### src/adt_pkg.sv
// constants, register map and types of the analog differential trigger
// ============================================================================
// Summary of operation
// working value is sample times gain plus offset
// gain signed hundredths, minus ten to ten
// offset integer, minus to plus ten thousand
// switching level integer, plus/minus twenty thousand
// differential integer, plus/minus twenty thousand
// release level is switching level plus differential
// negative differential: above switching level sets output
// negative differential: at/below release level clears output
// negative differential: between levels output holds
// positive differential: high inside half-open window
// positive differential: low outside the window
// decimal places setting holds zero to three
// decimal places never affect the comparison
// physical channel: zero to ten volts is 0..1000
// older generation: gain limited to zero..ten
// ============================================================================
package adt_pkg;

  // ==========================================================================
  // register byte offsets
  localparam logic [7:0] ADT_ADDR_CTRL = 8'h00; // control bits
  localparam logic [7:0] ADT_ADDR_GAIN = 8'h04; // gain, hundredths
  localparam logic [7:0] ADT_ADDR_OFFSET = 8'h08; // offset
  localparam logic [7:0] ADT_ADDR_ON = 8'h0C; // upper switching level
  localparam logic [7:0] ADT_ADDR_DELTA = 8'h10; // hysteresis width
  localparam logic [7:0] ADT_ADDR_STATUS = 8'h14; // result and mode, read only
  localparam logic [7:0] ADT_ADDR_WORK = 8'h18; // working value, read only
  localparam logic [7:0] ADT_ADDR_OFF = 8'h1C; // derived release level, read only

  // ==========================================================================
  // control field positions and reset values
  localparam int ADT_CTRL_RUN = 0; // evaluate incoming samples
  localparam int ADT_CTRL_LEGACY = 1; // older-generation gain range
  localparam int ADT_CTRL_PHYS = 2; // source is a physical channel
  localparam int ADT_CTRL_DEC_LSB = 4; // decimal places, two bits
  localparam logic [31:0] ADT_CTRL_RST = 32'h0000_0001;
  localparam logic [31:0] ADT_GAIN_RST = 32'h0000_0064; // gain 1.00
  localparam logic [31:0] ADT_ZERO_RST = 32'h0000_0000;

  // ==========================================================================
  // value limits
  localparam int ADT_GAIN_SCALE = 100; // two fractional digits
  localparam int ADT_GAIN_MAX = 1000;
  localparam int ADT_GAIN_MIN = -1000;
  localparam int ADT_GAIN_LEG_MIN = 0;
  localparam int ADT_OFFS_LIM = 10000;
  localparam int ADT_LEVEL_LIM = 20000;
  localparam int ADT_PHYS_MAX = 1000; // internal value at full scale

  // axi response codes
  localparam logic [1:0] ADT_RESP_OKAY = 2'h0;
  localparam logic [1:0] ADT_RESP_SLVERR = 2'h2;

  // output state, gray along off -> on
  typedef enum logic [1:0] {
    ADT_Q_OFF = 2'b00,
    ADT_Q_ON = 2'b01
  } adt_q_t;

  // inclusive signed range check
  function automatic logic adt_in_range(input logic signed [31:0] v, input int lo, input int hi);
    adt_in_range = (v >= lo) && (v <= hi);
  endfunction

endpackage

### src/adt_calc_if.sv
// interface between the trigger core and its scaling stage
`timescale 1ns/1ns
interface adt_calc_if;
  logic start; // sample accepted, one-cycle pulse
  logic signed [15:0] sample; // selected input value
  logic signed [15:0] gain; // hundredths
  logic signed [31:0] offset; // added after scaling
  logic signed [31:0] on_level; // upper switching level
  logic signed [31:0] delta; // signed hysteresis width
  logic done; // working value valid, one-cycle pulse
  logic signed [31:0] working; // scaled working value
  logic signed [31:0] off_level; // derived release level
  modport master (output start, sample, gain, offset, on_level, delta,
                  input done, working, off_level);
  modport worker (input start, sample, gain, offset, on_level, delta,
                  output done, working, off_level);
endinterface

### src/adt_scale.sv
// scaling stage: working value and derived release level
`timescale 1ns/1ns
module adt_scale
  import adt_pkg::*;
(
  // clock and reset
  input wire logic aclk,
  input wire logic aresetn,
  // calculation link
  adt_calc_if.worker calc
);

  // ==========================================================================
  // arithmetic
  logic signed [31:0] product; // sample times gain
  logic signed [31:0] scaled; // product in whole units
  logic signed [31:0] working_reg;
  logic signed [31:0] off_level_reg;
  logic done_reg;

  always_comb begin
    product = 32'(calc.sample) * 32'(calc.gain);
    scaled = product / ADT_GAIN_SCALE; // drop the two fractional digits
  end

  // working value latched when a sample is taken
  always_ff @(posedge aclk) begin
    if (!aresetn) begin
      working_reg <= '0;
    end else if (calc.start) begin
      working_reg <= scaled + calc.offset;
    end
  end

  // release level always follows the two settings
  always_ff @(posedge aclk) begin
    if (!aresetn) begin
      off_level_reg <= '0;
    end else begin
      off_level_reg <= calc.on_level + calc.delta;
    end
  end

  // completion strobe one cycle after start
  always_ff @(posedge aclk) begin
    if (!aresetn) begin
      done_reg <= 1'b0;
    end else begin
      done_reg <= calc.start;
    end
  end

  assign calc.working = working_reg;
  assign calc.off_level = off_level_reg;
  assign calc.done = done_reg;
endmodule // adt_scale

### src/adt_trigger.sv
// analog differential trigger with axi4-lite register access
`timescale 1ns/1ns
module adt_trigger
  import adt_pkg::*;
#(
  parameter int SAMPLE_W = 16 // width of the incoming sample bus
)(
  // clock and reset
  input wire logic aclk,
  input wire logic aresetn,
  // axi4-lite write address
  input wire logic [7:0] s_axi_awaddr,
  input wire logic s_axi_awvalid,
  output logic s_axi_awready,
  // axi4-lite write data
  input wire logic [31:0] s_axi_wdata,
  input wire logic [3:0] s_axi_wstrb,
  input wire logic s_axi_wvalid,
  output logic s_axi_wready,
  // axi4-lite write response
  output logic [1:0] s_axi_bresp,
  output logic s_axi_bvalid,
  input wire logic s_axi_bready,
  // axi4-lite read address
  input wire logic [7:0] s_axi_araddr,
  input wire logic s_axi_arvalid,
  output logic s_axi_arready,
  // axi4-lite read data
  output logic [31:0] s_axi_rdata,
  output logic [1:0] s_axi_rresp,
  output logic s_axi_rvalid,
  input wire logic s_axi_rready,
  // analog sample from a channel or another block
  input wire logic [SAMPLE_W-1:0] sampled_value,
  input wire logic sampled_valid,
  // binary result
  output logic trig_out
);

  // ==========================================================================
  // elaboration check
  generate
    if (SAMPLE_W < 12 || SAMPLE_W > 16) begin : g_bad_width
      $error("SAMPLE_W must lie between 12 and 16");
    end
  endgenerate

  // ==========================================================================
  // settings registers
  logic [31:0] ctrl_reg; // run, legacy, physical, decimals
  logic signed [31:0] gain_reg; // hundredths
  logic signed [31:0] offset_reg;
  logic signed [31:0] on_reg; // upper switching level
  logic signed [31:0] delta_reg; // hysteresis width
  logic [1:0] decimals; // display only

  // ==========================================================================
  // write channel state
  logic aw_held_reg; // address taken, waiting for data
  logic w_held_reg; // data taken, waiting for address
  logic [7:0] aw_addr_reg;
  logic [31:0] w_data_reg;
  logic [3:0] w_strb_reg;
  logic bvalid_reg;
  logic [1:0] bresp_reg;
  logic aw_take; // address handshake this cycle
  logic w_take; // data handshake this cycle
  logic wr_fire; // both halves present
  logic [7:0] wr_addr; // address of the write now done
  logic [31:0] wr_data; // merged data of that write
  logic wr_ok; // value legal for its register

  // each channel free while its half is not held and no response is pending
  assign s_axi_awready = !aw_held_reg && !bvalid_reg;
  assign s_axi_wready = !w_held_reg && !bvalid_reg;
  assign aw_take = s_axi_awvalid && s_axi_awready;
  assign w_take = s_axi_wvalid && s_axi_wready;
  assign wr_fire = (aw_held_reg || aw_take) && (w_held_reg || w_take);

  // hold whichever half came first
  always_ff @(posedge aclk) begin
    if (!aresetn) begin
      aw_held_reg <= 1'b0;
      aw_addr_reg <= '0;
    end else if (wr_fire) begin
      aw_held_reg <= 1'b0;
    end else if (aw_take) begin
      aw_held_reg <= 1'b1;
      aw_addr_reg <= s_axi_awaddr;
    end
  end

  always_ff @(posedge aclk) begin
    if (!aresetn) begin
      w_held_reg <= 1'b0;
      w_data_reg <= '0;
      w_strb_reg <= '0;
    end else if (wr_fire) begin
      w_held_reg <= 1'b0;
    end else if (w_take) begin
      w_held_reg <= 1'b1;
      w_data_reg <= s_axi_wdata;
      w_strb_reg <= s_axi_wstrb;
    end
  end

  // merge byte lanes into the current register value
  function automatic logic [31:0] merge(input logic [31:0] old, input logic [31:0] nw,
                                        input logic [3:0] strb);
    for (int i = 0; i < 4; i++) begin
      merge[i*8 +: 8] = strb[i] ? nw[i*8 +: 8] : old[i*8 +: 8];
    end
  endfunction

  // legality of the write about to land
  always_comb begin
    logic [31:0] nw;
    logic [3:0] st;
    nw = w_held_reg ? w_data_reg : s_axi_wdata;
    st = w_held_reg ? w_strb_reg : s_axi_wstrb;
    wr_addr = aw_held_reg ? aw_addr_reg : s_axi_awaddr;
    wr_data = '0;
    wr_ok = 1'b0;
    case (wr_addr)
      ADT_ADDR_CTRL: begin
        wr_data = merge(ctrl_reg, nw, st);
        wr_ok = 1'b1; // two-bit decimals field takes 0..3 only
      end
      ADT_ADDR_GAIN: begin
        wr_data = merge(gain_reg, nw, st);
        // older generation refuses negative gain
        wr_ok = adt_in_range(wr_data, ctrl_reg[ADT_CTRL_LEGACY] ? ADT_GAIN_LEG_MIN : ADT_GAIN_MIN,
                             ADT_GAIN_MAX);
      end
      ADT_ADDR_OFFSET: begin
        wr_data = merge(offset_reg, nw, st);
        wr_ok = adt_in_range(wr_data, -ADT_OFFS_LIM, ADT_OFFS_LIM);
      end
      ADT_ADDR_ON: begin
        wr_data = merge(on_reg, nw, st);
        wr_ok = adt_in_range(wr_data, -ADT_LEVEL_LIM, ADT_LEVEL_LIM);
      end
      ADT_ADDR_DELTA: begin
        wr_data = merge(delta_reg, nw, st);
        wr_ok = adt_in_range(wr_data, -ADT_LEVEL_LIM, ADT_LEVEL_LIM);
      end
      default: begin
        wr_ok = 1'b0; // read-only or unmapped
      end
    endcase
  end

  // settings update on a legal write
  always_ff @(posedge aclk) begin
    if (!aresetn) begin
      ctrl_reg <= ADT_CTRL_RST;
      gain_reg <= ADT_GAIN_RST;
      offset_reg <= ADT_ZERO_RST;
      on_reg <= ADT_ZERO_RST;
      delta_reg <= ADT_ZERO_RST;
    end else if (wr_fire && wr_ok) begin
      case (wr_addr)
        ADT_ADDR_CTRL: ctrl_reg <= wr_data & 32'h0000_0037;
        ADT_ADDR_GAIN: gain_reg <= wr_data;
        ADT_ADDR_OFFSET: offset_reg <= wr_data;
        ADT_ADDR_ON: on_reg <= wr_data;
        ADT_ADDR_DELTA: delta_reg <= wr_data;
        default: ctrl_reg <= ctrl_reg;
      endcase
    end else if (wr_fire && wr_addr == ADT_ADDR_GAIN && ctrl_reg[ADT_CTRL_LEGACY]) begin
      gain_reg <= gain_reg; // refused legacy gain leaves the old value
    end
  end

  // write response, held until accepted
  always_ff @(posedge aclk) begin
    if (!aresetn) begin
      bvalid_reg <= 1'b0;
      bresp_reg <= ADT_RESP_OKAY;
    end else if (wr_fire) begin
      bvalid_reg <= 1'b1;
      bresp_reg <= wr_ok ? ADT_RESP_OKAY : ADT_RESP_SLVERR;
    end else if (s_axi_bready) begin
      bvalid_reg <= 1'b0;
    end
  end

  assign s_axi_bvalid = bvalid_reg;
  assign s_axi_bresp = bresp_reg;
  assign decimals = ctrl_reg[ADT_CTRL_DEC_LSB +: 2]; // kept out of the compare

  // ==========================================================================
  // sample input, two flip-flops before any logic
  logic [SAMPLE_W-1:0] samp_s1_reg;
  logic [SAMPLE_W-1:0] samp_s2_reg;
  logic vld_s1_reg;
  logic vld_s2_reg;
  logic vld_s3_reg; // edge detect on the synchronised level
  logic signed [15:0] samp_sel; // clamped, widened sample

  always_ff @(posedge aclk) begin
    if (!aresetn) begin
      samp_s1_reg <= '0;
      samp_s2_reg <= '0;
      vld_s1_reg <= 1'b0;
      vld_s2_reg <= 1'b0;
      vld_s3_reg <= 1'b0;
    end else begin
      samp_s1_reg <= sampled_value;
      samp_s2_reg <= samp_s1_reg;
      vld_s1_reg <= sampled_valid;
      vld_s2_reg <= vld_s1_reg;
      vld_s3_reg <= vld_s2_reg;
    end
  end

  // physical channels span 0..1000
  always_comb begin
    logic signed [15:0] raw;
    raw = 16'($signed(samp_s2_reg));
    samp_sel = raw;
    if (ctrl_reg[ADT_CTRL_PHYS]) begin
      if (raw < 0) begin
        samp_sel = '0;
      end else if (raw > ADT_PHYS_MAX) begin
        samp_sel = 16'(ADT_PHYS_MAX);
      end
    end
  end

  // ==========================================================================
  // scaling stage
  adt_calc_if calc ();
  assign calc.start = vld_s2_reg && !vld_s3_reg && ctrl_reg[ADT_CTRL_RUN];
  assign calc.sample = samp_sel;
  assign calc.gain = gain_reg[15:0];
  assign calc.offset = offset_reg;
  assign calc.on_level = on_reg;
  assign calc.delta = delta_reg;

  adt_scale u_scale (
    .aclk(aclk),
    .aresetn(aresetn),
    .calc(calc)
  );

  // ==========================================================================
  // output decision, once per evaluated sample
  adt_q_t q_state;
  logic hyst_mode; // release level at or below switching level

  assign hyst_mode = (calc.off_level <= on_reg);

  always_ff @(posedge aclk) begin
    if (!aresetn) begin
      q_state <= ADT_Q_OFF;
    end else if (calc.done) begin
      if (hyst_mode) begin
        if (calc.working > on_reg) begin
          q_state <= ADT_Q_ON;
        end else if (calc.working <= calc.off_level) begin
          q_state <= ADT_Q_OFF;
        end else begin
          q_state <= q_state;
        end
      end else if (calc.working >= on_reg && calc.working < calc.off_level) begin
        q_state <= ADT_Q_ON;
      end else begin
        q_state <= ADT_Q_OFF;
      end
    end
  end

  assign trig_out = (q_state == ADT_Q_ON);

  // ==========================================================================
  // read channel
  logic rvalid_reg;
  logic [31:0] rdata_reg;
  logic [1:0] rresp_reg;

  assign s_axi_arready = !rvalid_reg;

  always_ff @(posedge aclk) begin
    if (!aresetn) begin
      rvalid_reg <= 1'b0;
      rdata_reg <= '0;
      rresp_reg <= ADT_RESP_OKAY;
    end else if (s_axi_arvalid && !rvalid_reg) begin
      rvalid_reg <= 1'b1;
      rresp_reg <= ADT_RESP_OKAY;
      case (s_axi_araddr)
        ADT_ADDR_CTRL: rdata_reg <= ctrl_reg;
        ADT_ADDR_GAIN: rdata_reg <= gain_reg;
        ADT_ADDR_OFFSET: rdata_reg <= offset_reg;
        ADT_ADDR_ON: rdata_reg <= on_reg;
        ADT_ADDR_DELTA: rdata_reg <= delta_reg;
        ADT_ADDR_STATUS: rdata_reg <= {28'h000_0000, decimals, hyst_mode, trig_out};
        ADT_ADDR_WORK: rdata_reg <= calc.working;
        ADT_ADDR_OFF: rdata_reg <= calc.off_level;
        default: begin
          rdata_reg <= '0;
          rresp_reg <= ADT_RESP_SLVERR;
        end
      endcase
    end else if (s_axi_rready) begin
      rvalid_reg <= 1'b0;
    end
  end

  assign s_axi_rvalid = rvalid_reg;
  assign s_axi_rdata = rdata_reg;
  assign s_axi_rresp = rresp_reg;
endmodule // adt_trigger

### config.mk
export PLATFORM = sky130hd
export DESIGN_NAME = adt_trigger
export DESIGN_NICKNAME = d
export VERILOG_FILES = /design/src/adt_pkg.sv /design/src/adt_calc_if.sv /design/src/adt_scale.sv /design/src/adt_trigger.sv
export SDC_FILE = /design/constraint.sdc
export NUM_CORES = 2
export LEC_CHECK = 0
export BUFFER_PORTS_ARGS = -buffer_cell sky130_fd_sc_hd__buf_2
export CORE_ASPECT_RATIO = 1.25
export CORE_MARGIN = 10
export CORE_UTILIZATION = 47
export CTS_CLUSTER_DIAMETER = 30
export DETAILED_ROUTE_END_ITERATION = 7
export GPL_TIMING_DRIVEN = 0
export PLACE_DENSITY = 0.66
export SYNTH_ARGS = -nofsm -noshare
export SYNTH_HDL_FRONTEND = slang
export SYNTH_SLANG_ARGS = --single-unit
### constraint.sdc
create_clock -name aclk -period 32.1 [get_ports aclk]
set_input_delay 4.815 -clock aclk [delete_from_list [all_inputs] [get_ports aclk]]
set_output_delay 4.815 -clock aclk [all_outputs]
set_load 0.005 [all_outputs]
* Word-level counts from Yosys, hierarchy flattened
Index checks and enable logic that the tools add are counted.
** Storage, ports and cells
- Register bits after elaboration :: 319
- Output and inout port bits :: 42
- Word-level logic and storage cells :: 133
** Operators by class
- $add $sub $neg :: 2
- $mul :: 1
- Divide/modulo/power cells :: 1
- Magnitude comparators :: 15
- Equal/unequal tests :: 13
- Muxes and demuxes :: 40
- Bitwise operators :: 2
- Reductions and logical operators :: 35
** Operator list (number)
- case mux 32 bit (8 select lines) :: 1
- 2-to-1 mux 8 bit :: 21
- case mux 32 bit (4 select lines) :: 1
- adder 32 bit :: 2
- greater-or-equal comparator 32 x 16 -> 1 bit (second input constant) :: 2
- greater-or-equal comparator 32 bit :: 2
- <= comparator 32 x 16 -> 1 bit (second input constant) :: 2
- <= comparator 32 bit :: 2
- 2-to-1 mux 32 bit :: 2
- 2-to-1 mux 16 bit :: 3
- equality test 8 x 5 -> 1 bit (second input constant) :: 5
- divider 32 x 8 -> 32 bit (second input constant) :: 1
- equality test 8 x 4 -> 1 bit (second input constant) :: 4
- greater-or-equal comparator 32 x 15 -> 1 bit (second input constant) :: 1
- greater-than comparator 32 bit :: 1
- <= comparator 32 x 11 -> 1 bit (second input constant) :: 1
- <= comparator 32 x 15 -> 1 bit (second input constant) :: 1
- < comparator 32 bit :: 1
- multiplier 16 x 16 -> 32 bit :: 1
- equality test 8 x 3 -> 1 bit (second input constant) :: 2
- greater-than comparator 16 x 11 -> 1 bit (second input constant) :: 1
- logical NOT 8 bit :: 2
- < comparator 16 x 1 -> 1 bit (second input constant) :: 1
- AND reduction 2 bit :: 8
- 13 further kinds :: 41

* Logic depth before layout (Yosys ltp)
- Depth in word-level cells :: 7
- Depth in mapped cells :: 139

* Modules after synthesis
A second synthesis with hierarchy kept.
** Second synthesis, totals
- Cell total of the unflattened synthesis :: 4962
- Area, all modules :: 40871.7 um2
** By module, submodules not included
- adt_scale :: instances 1, cells each 2802, area each 22685.5 um2
- adt_trigger :: instances 1, cells each 2160, area each 18186.2 um2

* Worst setup path after synthesis
OpenSTA, ideal clock, no wires.
- Kind :: register to register
- Start :: reg samp_s2_reg[12]
- End :: reg u_scale.working_reg[31] (netlist: u_scale.calc.working[31])
- Setup time :: 0.126 ns
- Data arrival time :: 29.111 ns
- Data required time :: 31.974 ns
- Setup slack :: 2.863 ns
- Cell stages (with the launch flop) :: 125
- Path buffers :: 9
- Cell sequence :: dfxtp_1 > or4_1 > or3_1 > o21ai_0 > clkbuf_1 > and2_1 > clkbuf_1 > nor2_1 > fa_1 > fa_1 > fa_1 > fa_1 > fa_1 > inv_1 > fa_1 > inv_1 > ha_1 > clkbuf_1 > (+89 left out) > o21bai_1 > a21oi_1 > o21bai_1 > a21oi_1 > o21bai_1 > a21oi_1 > o21bai_1 > a21oi_1 > nor2b_1 > o21ai_0 > nand2b_1 > a21o_1 > a21o_1 > a21o_1 > a21oi_1 > xnor2_1 > xnor2_1 > a21oi_1
** Between the ends
- Cells in the longest elaborated chain, start to end :: 7
- Elaborated cells on any way between the ends :: 8
** Ends and longest elaborated chain
- start, declared :: RTL line adt_trigger.sv:195 : logic [SAMPLE_W-1:0] samp_s2_reg;
- start signal, assigned :: RTL line adt_trigger.sv:210 : samp_s2_reg <= samp_s1_reg;
- greater-than comparator 16 x 11 -> 1 bit :: RTL line adt_trigger.sv:225 : end else if (raw > ADT_PHYS_MAX) begin
- 2-to-1 mux 16 bit :: RTL line adt_trigger.sv:225
- 2-to-1 mux 16 bit :: RTL line adt_trigger.sv:223 : if (raw < 0) begin
- 2-to-1 mux 16 bit * :: RTL line adt_trigger.sv:222 : if (ctrl_reg[ADT_CTRL_PHYS]) begin
- multiplier 16 x 16 -> 32 bit * :: RTL line adt_scale.sv:22 : product = 32'(calc.sample) * 32'(calc.gain);
- divider 32 x 8 -> 32 bit * :: RTL line adt_scale.sv:23 : scaled = product / ADT_GAIN_SCALE;
- adder 32 bit * :: RTL line adt_scale.sv:31 : working_reg <= scaled + calc.offset;
- end signal, assigned :: RTL line adt_scale.sv:31
- end, declared :: RTL line adt_scale.sv:17 : logic signed [31:0] working_reg;
Every way passes the cells marked *; elsewhere a longest branch is shown, timed or not.
A chain may end at the register's enable or synchronous reset.

* Worst setup path after layout
- Start :: reg samp_s2_reg[12]
- End :: reg u_scale.working_reg[30] (netlist: u_scale.calc.working[30])
The elaborated chain is that of the path after synthesis.

==> key figures <==
Logic synthesis
  – Largest area contributor in the netlist: dfxtp_1
  – Synth async-reset ratio: 0%
  – Synth cell types: between 100 and 150
  – Synth Warn #: 0
  – Sequential fraction of the synthesis area: 16.4%
  – Top FF cell, synth: dfxtp_1
  – Mapped Area: 38500 sq um
  – Ranking of synthesized cells by area: dfxtp_1, fa_1, ha_1, nand2_1, inv_1
  – EDFF count, synth: 0
  – Synth Register Bits: roughly 320
  – Average cell area after synthesis: roughly 8 sq um
  – Cell count after synthesis: 4835
  – Synth top area share: ~16%

Job
  – Max_cap viols: 0

Clock tree
  – Cts bufs inserted: 67
  – CTS sink cnt: between 300 and 400
  – Longest Clk Path Bufs: 3
  – Worst skew pair latency: ~0.62 ns
  – CTS Root Cell: clkbuf_16
  – CTS tree: done
  – Register clock-pin slew on the reported worst setup and hold paths: ~0.060 ns
  – H-Tree Depth: 3

Timing
  – # setup viols final: 0
  – Fmax: between 30 and 40 MHz
  – Tcrit/Tclk final: a little over nine tenths
  – Slew @ Worst Pin: about 1.3 ns
  – Final Hold Viols: 0
  – Final Max Slew Viols: 0
  – Fin Clk Skew: around 0.027 ns
  – Final worst-path setup slack: between 1 and 1.5 ns
  – Tmin final: roughly 31 ns
  – Slew margin rel.: 10.4%

Global route
  – Vias in the first global route: 36700
  – Antenna violations before repair: 3
  – First-pass GRT wire length: around 220000 um
  – Largest net degree at the start of global routing: 28
  – Total global-route track usage: 28.7%
  – Total grt overflow: 0

Floorplan
  – Core area: about 81000 sq um
  – Die W: 276 um
  – I/O pin count: about 120
  – Die H: ~340 um
  – FP Rows: between 100 and 150
  – Die ar.: between 90000 and 100000 sq um
  – Initial Util: around 47%

Worst setup path
  – Reg2Reg Setup Slack: around 1.2 ns
  – Worst Path Arrival: 31.44 ns
  – Critical Path Start: samp_s2_reg[12]$_SDFF_PN0_
  – Critical path class: reg2reg
  – CP endpoint kind: register
  – CP required: around 33 ns
  – Critical path's slowest cell: fa_1
  – CP most frequent cell: a21oi_1
  – Worst setup SP type: register
  – CP max stage delay: around 0.68 ns
  – Worst r2r src: samp_s2_reg[12]$_SDFF_PN0_
  – Worst Path Max Fanout: 10

Route
  – Initial DRC count: about 3800
  – Drt total wl: ~140000 um
  – First drt pass iteration count: 8
  – Antenna-violating nets left: 0
  – DRC: 3
  – Via density: roughly 6.2
  – Vias: ~38000
  – Wire length per cell: 22.8 um

Outcome
  – Status: finished with violations
  – Failing checks: DRC

Worst hold path
  – Hold path startpoint: samp_s1_reg[15]$_SDFF_PN0_
  – Worst hold path class: reg2reg

Place
  – RePlAce Congestion: roughly 0.98
  – Count of input and output buffers: 114
  – DP HPWL: 112000 um
  – DP Worst Slack: -3.84 ns

Finish
  – Share of layout cells above drive strength 1: about an eighth
  – Fillers: approximately 7700
  – Synth-to-Final Area Change: 15.4%
  – Most common cell after layout, fill and taps aside: nand2_1
  – Most frequent cells in the layout: nand2_1, inv_1, dfxtp_1, nor2_1, a21oi_1
  – Fin nets: around 5700
critical path, delay by kind of cell (launching register included):
family	cells	cell delay [ns]
buffers and inverters	15	2.31
xor gates and xnor gates	5	0.73
DFF	1	0.41
adders and majority gates	11	5.15
AOI/OAI and AO/OA	66	14.54
muxes	2	0.73
and+or+nand+nor	26	6.91
cell type report:
type                       count  area, sq um  share of cell area (%)
antenna                        2         5.00                  0.0113
buffer                       241         1000                    2.25
clock buffer                  77         1800                    4.04
clock inverter                45          544                    1.22
inverter                     452         1700                    3.81
multi-input combinational   3815        30600                    68.9
sequential                   316         6330                    14.2
tap                         1071         1340                    3.01
timing repair buffer         185         1130                    2.55
stage by stage:
step / TNS [ns] / utilization [%] / instance area (sq um) / std cells / hold slack (ns)
floorplan: 0 / - / 38500 / 4836 / 0.412
global placement: -40.24 / 49.7 / 40400 / 6021 / 0.416
detailed placement: -41.78 / 49.7 / 40400 / 6021 / 0.419
CTS: 0 / 53.4 / 43400 / 6164 / 0.432
global route: -0.356 / 54.6 / 44500 / 6202 / 0.456
finish: 0 / 54.6 / 44500 / 6204 / 0.430
per-layer routing:
| metal | vias up | track usage (%) | wire (um) |
|---|---|---|---|
| met5 | - | 0 | 9 |
| met3 | 355 | 5.37 | 13300 |
| met4 | 2 | 13.1 | 6930 |
| li1 | 17700 | - | - |
| met1 | 18500 | 37.6 | 58300 |
| met2 | 1788 | 45.3 | 63100 |
what timing repair did:
action,in CTS,in global routing
resized for setup,95,169
hold endpoints to repair,0,0
setup endpoints to repair,23,13
buffers inserted,27,44
pin swaps,22,53
hold buffers,0,0
cell usage after synthesis (24+ instances only):
cell / n
nand2_1: 464
inv_1: 450
nor2_1: 318
a21oi_1: 317
dfxtp_1: 316
ha_1: 266
fa_1: 264
clkbuf_1: 203
o21ai_0: 203
and2_1: 190
xnor2_1: 133
mux2i_1: 131
nor2b_1: 114
and3_1: 91
nor3_1: 71
a21o_1: 70
nand4_1: 65
a221oi_1: 60
nand3_1: 56
o211ai_1: 55
nand2b_1: 54
o21a_1: 53
o21bai_1: 52
a31oi_1: 50
xor2_1: 48
nor4_1: 45
a21boi_0: 43
a211oi_1: 37
o22ai_1: 35
o31ai_1: 29
a22o_1: 28
a22oi_1: 27
or3_1: 27
buf_2: 25
o21ai_1: 24
cells by family after synthesis:
logic type      after synthesis  synth area share, %
mux                         155                 4.16
fa+ha+maj                   543                 22.7
buf+inv                     705                 7.01
xor+xnor                    183                 4.22
flops                       316                 16.4
other cells                   1              0.00973
compound gates             1334                 24.5
simple gates               1598                 21.0
path summary, 6_finish.rpt:
| kind | cells past startpoint | end |
|---|---|---|
| setup / recovery | 125 | u_scale.calc.working[30]$_SDFFE_PN0P_ |
| setup reg to reg | 125 | u_scale.calc.working[30]$_SDFFE_PN0P_ |
| hold / removal | 1 | samp_s2_reg[15]$_SDFF_PN0_ |
| hold reg to reg | 1 | samp_s2_reg[15]$_SDFF_PN0_ |
Power is left out: the tool's default activity adds up to more than one toggle a clock period on the data nets, which glitch-free logic cannot reach.
